$ cat src/hdl/cae_pkg.sv
package cae_pkg;
    localparam int STATE_W = 5;
    localparam int STATUS_W = 6;
    localparam int EVT_W = STATE_W + STATUS_W;
    localparam logic [7:0] CMD_STATE_EN = 8'h0e;
    localparam logic [7:0] CMD_STATUS_EN = 8'h0f;
    localparam logic [STATE_W-1:0] STATE_EN_RST = 5'h00;
    localparam logic [STATUS_W-1:0] STATUS_EN_RST = 6'h00;
    localparam int BIT_CV_TIMER = 4;
    localparam int BIT_TAPER = 3;
    localparam int BIT_CHG_TIME = 2;
    localparam int BIT_BAT_MISSING = 1;
    localparam int BIT_BAT_SHORT = 0;
    localparam int BIT_ILIM = 5;
    localparam int BIT_THERMAL = 4;
    localparam int BIT_UVCL = 3;
    localparam int BIT_IIN = 2;
    localparam int BIT_CC = 1;
    localparam int BIT_CV = 0;
    localparam logic [6:0] ARA_ADDR = 7'h0c;
    // arbitrary default bus address
    localparam logic [6:0] DEV_ADDR_DFLT = 7'h5a;
    localparam logic [3:0] BITS_PER_BYTE = 4'h8;
    typedef enum logic [1:0] {
        PH_ADDR = 2'b00,
        PH_CMD = 2'b01,
        PH_LO = 2'b10,
        PH_HI = 2'b11
    } cae_phase_t;
    typedef enum logic [2:0] {
        ST_IDLE = 3'b000,
        ST_RX = 3'b001,
        ST_ACK = 3'b010,
        ST_TX = 3'b011,
        ST_MACK = 3'b100
    } cae_state_t;
endpackage

$ cat src/hdl/cae_link_if.sv
`timescale 1ns/1ps
`default_nettype none
interface cae_link_if;
    import cae_pkg::*;
    logic start;
    logic stop;
    logic scl_rise;
    logic scl_fall;
    logic sda;
    logic [EVT_W-1:0] cond;
    logic [EVT_W-1:0] enable;
    logic [EVT_W-1:0] pending;
    logic service;
    modport top(input start, stop, scl_rise, scl_fall, sda, pending,
                output cond, enable, service);
    modport sampler(output start, stop, scl_rise, scl_fall, sda);
    modport latch(input cond, enable, service, output pending);
endinterface
`default_nettype wire

$ cat src/hdl/cae_top.sv
`timescale 1ns/1ps
`default_nettype none
module cae_top import cae_pkg::*; #(
    parameter logic [6:0] DEV_ADDR = DEV_ADDR_DFLT
) (
    input wire logic core_clk_i,
    input wire logic resetn_i,
    input wire logic scl_i,
    input wire logic sda_i,
    output logic sda_o,
    output logic sda_oe_o,
    output logic smbalert_o,
    output logic smbalert_oe_o,
    input wire logic cv_timer_term_i,
    input wire logic taper_term_i,
    input wire logic charge_time_fault_i,
    input wire logic bat_missing_i,
    input wire logic bat_short_i,
    input wire logic ilim_reg_active_i,
    input wire logic thermal_reg_active_i,
    input wire logic vin_uvcl_active_i,
    input wire logic iin_limit_active_i,
    input wire logic constant_current_i,
    input wire logic constant_voltage_i
);
    typedef struct packed {
        cae_state_t st;
        cae_phase_t ph;
        logic [3:0] cnt;
        logic [7:0] sh;
        logic rw;
        logic ara;
        logic lost;
        logic mack;
        logic [7:0] cmd;
        logic [7:0] lo;
        logic [7:0] txb;
        logic [7:0] txh;
        logic [STATE_W-1:0] state_en;
        logic [STATUS_W-1:0] status_en;
        logic sda_o;
        logic sda_oe;
        logic alert_o;
        logic alert_oe;
        logic service;
    } cae_top_s_t;

    cae_top_s_t s_q;
    cae_top_s_t s_d;
    cae_link_if lnk();

    cae_line_sampler u_sampler (
        .core_clk_i(core_clk_i),
        .resetn_i(resetn_i),
        .scl_i(scl_i),
        .sda_i(sda_i),
        .lnk(lnk.sampler)
    );

    cae_alert_latch u_latch (
        .core_clk_i(core_clk_i),
        .resetn_i(resetn_i),
        .lnk(lnk.latch)
    );

    logic [STATE_W-1:0] state_cond;
    logic [STATUS_W-1:0] status_cond;

    always_comb begin
        state_cond = '0;
        state_cond[BIT_CV_TIMER] = cv_timer_term_i;
        state_cond[BIT_TAPER] = taper_term_i;
        state_cond[BIT_CHG_TIME] = charge_time_fault_i;
        state_cond[BIT_BAT_MISSING] = bat_missing_i;
        state_cond[BIT_BAT_SHORT] = bat_short_i;
        status_cond = '0;
        status_cond[BIT_ILIM] = ilim_reg_active_i;
        status_cond[BIT_THERMAL] = thermal_reg_active_i;
        status_cond[BIT_UVCL] = vin_uvcl_active_i;
        status_cond[BIT_IIN] = iin_limit_active_i;
        status_cond[BIT_CC] = constant_current_i;
        status_cond[BIT_CV] = constant_voltage_i;
    end

    assign lnk.cond = {status_cond, state_cond};
    assign lnk.enable = {s_q.status_en, s_q.state_en};
    assign lnk.service = s_q.service;

    // register readback, low byte then high byte
    function automatic logic [15:0] rd_word(input logic [7:0] cmd,
                                            input logic [STATE_W-1:0] st_en,
                                            input logic [STATUS_W-1:0] stat_en);
        logic [15:0] w;
        w = '0;
        if (cmd == CMD_STATE_EN) begin
            w[STATE_W-1:0] = st_en;
        end else if (cmd == CMD_STATUS_EN) begin
            w[STATUS_W-1:0] = stat_en;
        end
        return w;
    endfunction

    logic [15:0] rd_data;
    assign rd_data = rd_word(s_q.cmd, s_q.state_en, s_q.status_en);

    always_comb begin
        s_d = s_q;
        s_d.service = 1'b0;
        s_d.sda_o = 1'b0;
        s_d.alert_o = 1'b0;
        // alert line pulled low while any enabled event is pending
        s_d.alert_oe = |lnk.pending;
        if (lnk.start) begin
            s_d.st = ST_RX;
            s_d.ph = PH_ADDR;
            s_d.cnt = '0;
            s_d.sda_oe = 1'b0;
            s_d.lost = 1'b0;
        end else if (lnk.stop) begin
            s_d.st = ST_IDLE;
            s_d.sda_oe = 1'b0;
        end else begin
            case (s_q.st)
                ST_IDLE: begin
                    s_d.sda_oe = 1'b0;
                end
                ST_RX: begin
                    if (lnk.scl_rise) begin
                        s_d.sh = {s_q.sh[6:0], lnk.sda};
                        s_d.cnt = s_q.cnt + 4'h1;
                    end else if (lnk.scl_fall && s_q.cnt == BITS_PER_BYTE) begin
                        s_d.st = ST_ACK;
                        s_d.sda_oe = 1'b1;
                        case (s_q.ph)
                            PH_ADDR: begin
                                if (s_q.sh[7:1] == DEV_ADDR) begin
                                    s_d.rw = s_q.sh[0];
                                    s_d.ara = 1'b0;
                                end else if (s_q.sh[7:1] == ARA_ADDR && s_q.sh[0]
                                             && s_q.alert_oe) begin
                                    s_d.rw = 1'b1;
                                    s_d.ara = 1'b1;
                                end else begin
                                    s_d.st = ST_IDLE;
                                    s_d.sda_oe = 1'b0;
                                end
                            end
                            PH_CMD: begin
                                s_d.cmd = s_q.sh;
                            end
                            PH_LO: begin
                                s_d.lo = s_q.sh;
                            end
                            PH_HI: begin
                                if (s_q.cmd == CMD_STATE_EN) begin
                                    s_d.state_en = s_q.lo[STATE_W-1:0];
                                end else if (s_q.cmd == CMD_STATUS_EN) begin
                                    s_d.status_en = s_q.lo[STATUS_W-1:0];
                                end
                            end
                            default: begin
                                s_d.st = ST_IDLE;
                                s_d.sda_oe = 1'b0;
                            end
                        endcase
                    end
                end
                ST_ACK: begin
                    if (lnk.scl_fall) begin
                        s_d.sda_oe = 1'b0;
                        s_d.cnt = '0;
                        if (s_q.ph == PH_ADDR && s_q.rw) begin
                            s_d.st = ST_TX;
                            s_d.txb = s_q.ara ? {DEV_ADDR, 1'b0} : rd_data[7:0];
                            s_d.txh = s_q.ara ? 8'h00 : rd_data[15:8];
                            s_d.sda_oe = s_q.ara ? ~DEV_ADDR[6] : ~rd_data[7];
                        end else if (s_q.ph == PH_HI) begin
                            s_d.st = ST_IDLE;
                        end else begin
                            s_d.st = ST_RX;
                            s_d.ph = cae_phase_t'(s_q.ph + 2'b01);
                        end
                    end
                end
                ST_TX: begin
                    if (lnk.scl_rise && s_q.ara && s_q.txb[7] && !lnk.sda) begin
                        // lost alert-response arbitration to a lower address
                        s_d.lost = 1'b1;
                        s_d.st = ST_IDLE;
                        s_d.sda_oe = 1'b0;
                    end else if (lnk.scl_fall) begin
                        s_d.cnt = s_q.cnt + 4'h1;
                        if (s_q.cnt + 4'h1 == BITS_PER_BYTE) begin
                            s_d.st = ST_MACK;
                            s_d.sda_oe = 1'b0;
                        end else begin
                            s_d.txb = {s_q.txb[6:0], 1'b0};
                            s_d.sda_oe = ~s_q.txb[6];
                        end
                    end
                end
                ST_MACK: begin
                    if (lnk.scl_rise) begin
                        s_d.mack = ~lnk.sda;
                        if (s_q.ara) begin
                            // address sent cleanly: host has serviced the alert
                            s_d.service = ~s_q.lost;
                            s_d.st = ST_IDLE;
                        end
                    end else if (lnk.scl_fall) begin
                        if (s_q.mack) begin
                            s_d.st = ST_TX;
                            s_d.cnt = '0;
                            s_d.txb = s_q.txh;
                            s_d.txh = 8'h00;
                            s_d.sda_oe = ~s_q.txh[7];
                        end else begin
                            s_d.st = ST_IDLE;
                        end
                    end
                end
                default: begin
                    s_d.st = ST_IDLE;
                    s_d.sda_oe = 1'b0;
                end
            endcase
        end
    end

    always_ff @(posedge core_clk_i or negedge resetn_i) begin
        if (!resetn_i) begin
            s_q <= '0;
            s_q.st <= ST_IDLE;
            s_q.ph <= PH_ADDR;
            s_q.state_en <= STATE_EN_RST;
            s_q.status_en <= STATUS_EN_RST;
        end else begin
            s_q <= s_d;
        end
    end

    assign sda_o = s_q.sda_o;
    assign sda_oe_o = s_q.sda_oe;
    assign smbalert_o = s_q.alert_o;
    assign smbalert_oe_o = s_q.alert_oe;
endmodule
`default_nettype wire

$ cat src/hdl/cae_line_sampler.sv
`timescale 1ns/1ps
`default_nettype none
module cae_line_sampler import cae_pkg::*; (
    input wire logic core_clk_i,
    input wire logic resetn_i,
    input wire logic scl_i,
    input wire logic sda_i,
    cae_link_if.sampler lnk
);
    typedef struct packed {
        logic scl_a;
        logic sda_a;
        logic scl_b;
        logic sda_b;
    } cae_smp_t;

    cae_smp_t s_q;
    cae_smp_t s_d;

    always_comb begin
        s_d = s_q;
        s_d.scl_a = scl_i;
        s_d.sda_a = sda_i;
        s_d.scl_b = s_q.scl_a;
        s_d.sda_b = s_q.sda_a;
    end

    always_ff @(posedge core_clk_i or negedge resetn_i) begin
        if (!resetn_i) begin
            s_q <= '{scl_a: 1'b1, sda_a: 1'b1, scl_b: 1'b1, sda_b: 1'b1};
        end else begin
            s_q <= s_d;
        end
    end

    // sda falling or rising while scl stays high
    assign lnk.start = s_q.scl_a & s_q.scl_b & s_q.sda_b & ~s_q.sda_a;
    assign lnk.stop = s_q.scl_a & s_q.scl_b & ~s_q.sda_b & s_q.sda_a;
    assign lnk.scl_rise = s_q.scl_a & ~s_q.scl_b;
    assign lnk.scl_fall = ~s_q.scl_a & s_q.scl_b;
    assign lnk.sda = s_q.sda_a;
endmodule
`default_nettype wire

$ cat src/hdl/cae_alert_latch.sv
`timescale 1ns/1ps
`default_nettype none
module cae_alert_latch import cae_pkg::*; (
    input wire logic core_clk_i,
    input wire logic resetn_i,
    cae_link_if.latch lnk
);
    typedef struct packed {
        logic [EVT_W-1:0] cond;
        logic [EVT_W-1:0] pend;
    } cae_lat_t;

    cae_lat_t s_q;
    cae_lat_t s_d;
    wire logic [EVT_W-1:0] pend_nx;

    always_comb begin
        s_d = s_q;
        s_d.cond = lnk.cond;
        s_d.pend = pend_nx;
    end

    // per event: latch on entry if enabled, set beats service clear
    for (genvar i = 0; i < EVT_W; i++) begin : g_evt
        logic rise;
        assign rise = lnk.cond[i] & ~s_q.cond[i];
        assign pend_nx[i] = ((s_q.pend[i] & ~lnk.service) | rise) & lnk.enable[i];
    end

    always_ff @(posedge core_clk_i or negedge resetn_i) begin
        if (!resetn_i) begin
            s_q <= '0;
        end else begin
            s_q <= s_d;
        end
    end

    assign lnk.pending = s_q.pend;
endmodule
`default_nettype wire

$ cat config.mk
export PLATFORM = sky130hd
export DESIGN_NAME = cae_top
export DESIGN_NICKNAME = d
export VERILOG_FILES = /design/src/hdl/cae_pkg.sv /design/src/hdl/cae_link_if.sv /design/src/hdl/cae_top.sv /design/src/hdl/cae_line_sampler.sv /design/src/hdl/cae_alert_latch.sv
export SDC_FILE = /design/constraint.sdc
export NUM_CORES = 1
export LEC_CHECK = 0
export ABC_AREA = 1
export BUFFER_PORTS_ARGS = -buffer_cell sky130_fd_sc_hd__buf_2
export CELL_PAD_IN_SITES_DETAIL_PLACEMENT = 2
export CELL_PAD_IN_SITES_GLOBAL_PLACEMENT = 2
export CORE_AREA = 4 4 91 127
export CTS_BUF_LIST = sky130_fd_sc_hd__clkbuf_4
export DETAILED_ROUTE_END_ITERATION = 7
export DIE_AREA = 0 0 95 131
export PLACE_DENSITY = 0.82
export SYNTH_ARGS = -nofsm -noshare
export SYNTH_HDL_FRONTEND = slang
export SYNTH_HIERARCHICAL = 1
export SYNTH_SLANG_ARGS = --single-unit
$ cat constraint.sdc
create_clock -name core_clk_i -period 3.28 [get_ports core_clk_i]
set_input_delay 0.164 -clock core_clk_i [delete_from_list [all_inputs] [get_ports core_clk_i]]
set_output_delay 0.164 -clock core_clk_i [all_outputs]
set_load 0.005 [all_outputs]
==> out/metrics.cfg <==
[layout]
fill_cells=1230
area_delta_synth_final_pct=8.962
finalCoreUtilization=0.4439
stdcell_count=690
final_layout_size_suffix_gt1_frac=0.1579
nNetsFinal=570

[sta]
hold_violations=0
rsz0062_at_grt=no
slew_viol_final=0
clock.fmax_mhz=411.2
final.setup.tns_ps=0
finalSetupViolCount=0
finalCritPeriodShare=0.7415
slew_headroom=0.6103
post-route-min-period_ps=2432
setup_ws_ps=847.9
fin_skew_ps=19.55
worstMarginPinSlew_ps=582.4

[die]
dieArea_mm2=0.01245
initial_utilization=0.4074
fp.dieW_um=95
rows=44
io_pins=19
die_h_um=131
core_area_mm2=0.01035

[setup_path]
reg2reg_depth=11
critPathRequiredTime_ps=3640
start_kind=flop
worstPathArrival_ps=2790
end_kind=flop
crit_type=flop to flop
cp_max_fo=11

[logic_synthesis]
synth_cell_types=30
synth_top_family_by_area=simple AND/OR/NAND/NOR gates
netlist_instances=525
synth-seq-cells=83
synth_xor_xnor_area_share=0
synthMuxAreaShare=0
synth_area_mm2=0.004217
ys_warn_count=6
synthSimpleGateAreaFrac=0.2798
syn-mean-instance-area_um2=8.032
yosys.area_share.adder=0.02077
yosysSeqAreaShare=0.4938
synth_compound_area_frac=0.1012

[drt]
drc=0
post_drt_wl_per_cell_um=16.56
wl_um=11430
vias=3402
antenna_left=0
routed_via_density=4.930
firstDrtPassIters=4
drt_iter0_drc=73

[cts]
cts_hold_buf=14
cts_max_level=3
cts_resized=0
clk_path_buf_depth=2
cts_tree=built
cts_setup_buffers=0
clk_latency_ps=450
cts-root-buf=clkbuf_4
cts_buffers=9
clock_sinks=83
path_clk_slew_ps=140

[global_routing]
grt_start_max_net_pins=44
grt_pass1_vias=3877
grt-ovfl-total=0
met1_usage=0.2118
grt_pass1_wl_um=19220
grt_antenna_before_repair=1
use_met3=0.03494
grt_use_met2=0.4086
grt_util_all_layers=0.2043
globalRoute.busiestLayer=met2

[status]
status=finished clean

[placement]
place_hpwl_um=8893
pre_cts_ws_ps=822.3
port-buffer-count=16
placed_cells_incl_taps=661
gp_congestion=0.8551

[power_and_ir_drop]
p_leak_nw=2.201
power_density_mw_per_mm2=400.7
irDropWorstVdd_mv=0.1693

[hold_path]
hold_class=input pin to async pin

[run]
cap_violations=0

cells in the final DEF (no fill, tap or decap), drive strengths merged:
cell / instances
nand2: 185
dfrtp: 79
inv: 73
o21ai: 43
nor2: 42
nand3: 33
buf: 18
a21oi: 17
dlygate4sd3: 14
nor3: 10
clkbuf: 9
ha: 7
dfstp: 4
nand4: 3
and2: 3
clkinv: 3
nor4: 2
conb: 2
diode: 1
a31oi: 1
a21o: 1
clkinvlp: 1
bufinv: 1
flip-flops by register name, indices dropped and copies added, names as in the netlist:
| name | count |
|---|---|
| u_latch/lnk.pending | 11 |
| u_sampler/s_q | 2 |
| smbalert_oe_o | 1 |
| s_q | 43 |
| lnk.service | 1 |
| u_sampler/s_d | 1 |
| u_latch/s_q | 11 |
| lnk.enable | 11 |
| sda_oe_o | 1 |
| u_sampler/lnk.sda | 1 |
cells in the mapped netlist:
cell type	n	area share
o21ai_1	8	0.0095
and2_0	1	0.0015
a21oi_2	9	0.019
o21ai_0	14	0.017
ha_1	7	0.021
nor2_1	36	0.032
nor2_4	3	0.0080
a21oi_1	8	0.0095
buf_2	1	0.0012
conb_1	1	0.00089
nand2_2	5	0.0074
nand3_2	3	0.0071
buf_6	3	0.0080
nand2_1	180	0.16
inv_2	6	0.0053
dfstp_2	4	0.025
dfrtp_1	79	0.47
clkbuf_1	1	0.00089
inv_1	67	0.060
buf_4	16	0.028
a31oi_1	1	0.0015
nor2_2	3	0.0045
nand4_1	3	0.0045
nor3_2	1	0.0024
nor3_1	9	0.011
nor4_1	2	0.0030
o21ai_2	21	0.044
a21o_1	1	0.0018
and2_1	2	0.0030
nand3_1	30	0.036
cell families (layout without fill, tap and decap cells):
group,count (synthesis),in the layout
other,1,3
buffers and inverters,94,119
and+or+nand+nor,278,278
DFF,83,83
adders and majority gates,7,7
AOI/OAI and AO/OA,62,62
worst paths after layout:
path,from,endpoint,slack (ps)
setup / recovery,u_sampler/s_d[1],s_q[28],850
hold / removal,resetn_i,u_latch/s_q[16],320
setup reg to reg,u_sampler/s_d[1],s_q[28],850
hold reg to reg,u_sampler/s_d[1],u_sampler/s_q[1],400
max in group asynchronous,resetn_i,s_q[66],2560
min in group core_clk_i,scl_i,u_sampler/s_d[1],350
cell type report:
| type | count | area (um2) | share of cell area |
|---|---|---|---|
| flip-flops and latches | 83 | 2082 | 0.4532 |
| clock buffers | 9 | 67.56 | 0.01471 |
| multi-input cells | 349 | 1702 | 0.3704 |
| repair buffers | 32 | 237.7 | 0.05174 |
| well taps | 138 | 172.7 | 0.03758 |
| diodes | 1 | 2.502 | 0.0005447 |
| inverters | 73 | 274.0 | 0.05964 |
| clock inverters | 5 | 56.30 | 0.01225 |
metrics by stage:
| step | total power [mW] | cell area, um2 | hold slack [ps] |
|---|---|---|---|
| 5_1_grt | 1.952 | 4594 | 302.8 |
| 3_3_place_gp | 1.258 | 4328 | 263.3 |
| 2_1_floorplan | 1.193 | 4220 | -131.6 |
| 3_5_place_dp | 1.266 | 4328 | 269.5 |
| 6_report | 1.841 | 4594 | 317.3 |
| 4_1_cts | 1.878 | 4592 | 301.1 |
metal layers:
metal,share of wire,vias to the layer above
met1,0.39,1703
met5,0,-
met2,0.58,28
met3,0.017,12
met4,0.016,0
li1,-,1659
report_power, final:
part	internal (mW)	total [mW]	switching (mW)
combinational	0.0574	0.172	0.114
clock	0.223	0.586	0.363
sequential	1.05	1.08	0.0303
worst max-delay path, cell delays in order (launching register included):
cell and delay [ps]:
dfstp_2 590, inv_1 50, nor2_1 310, nand2_1 130, nor2_1 250, nand2_1 140
nand2_1 80, nor2_1 50, nand3_1 350, inv_1 220, nand2_1 120, nand2_1 60
Power figures use the tool's default switching activity.
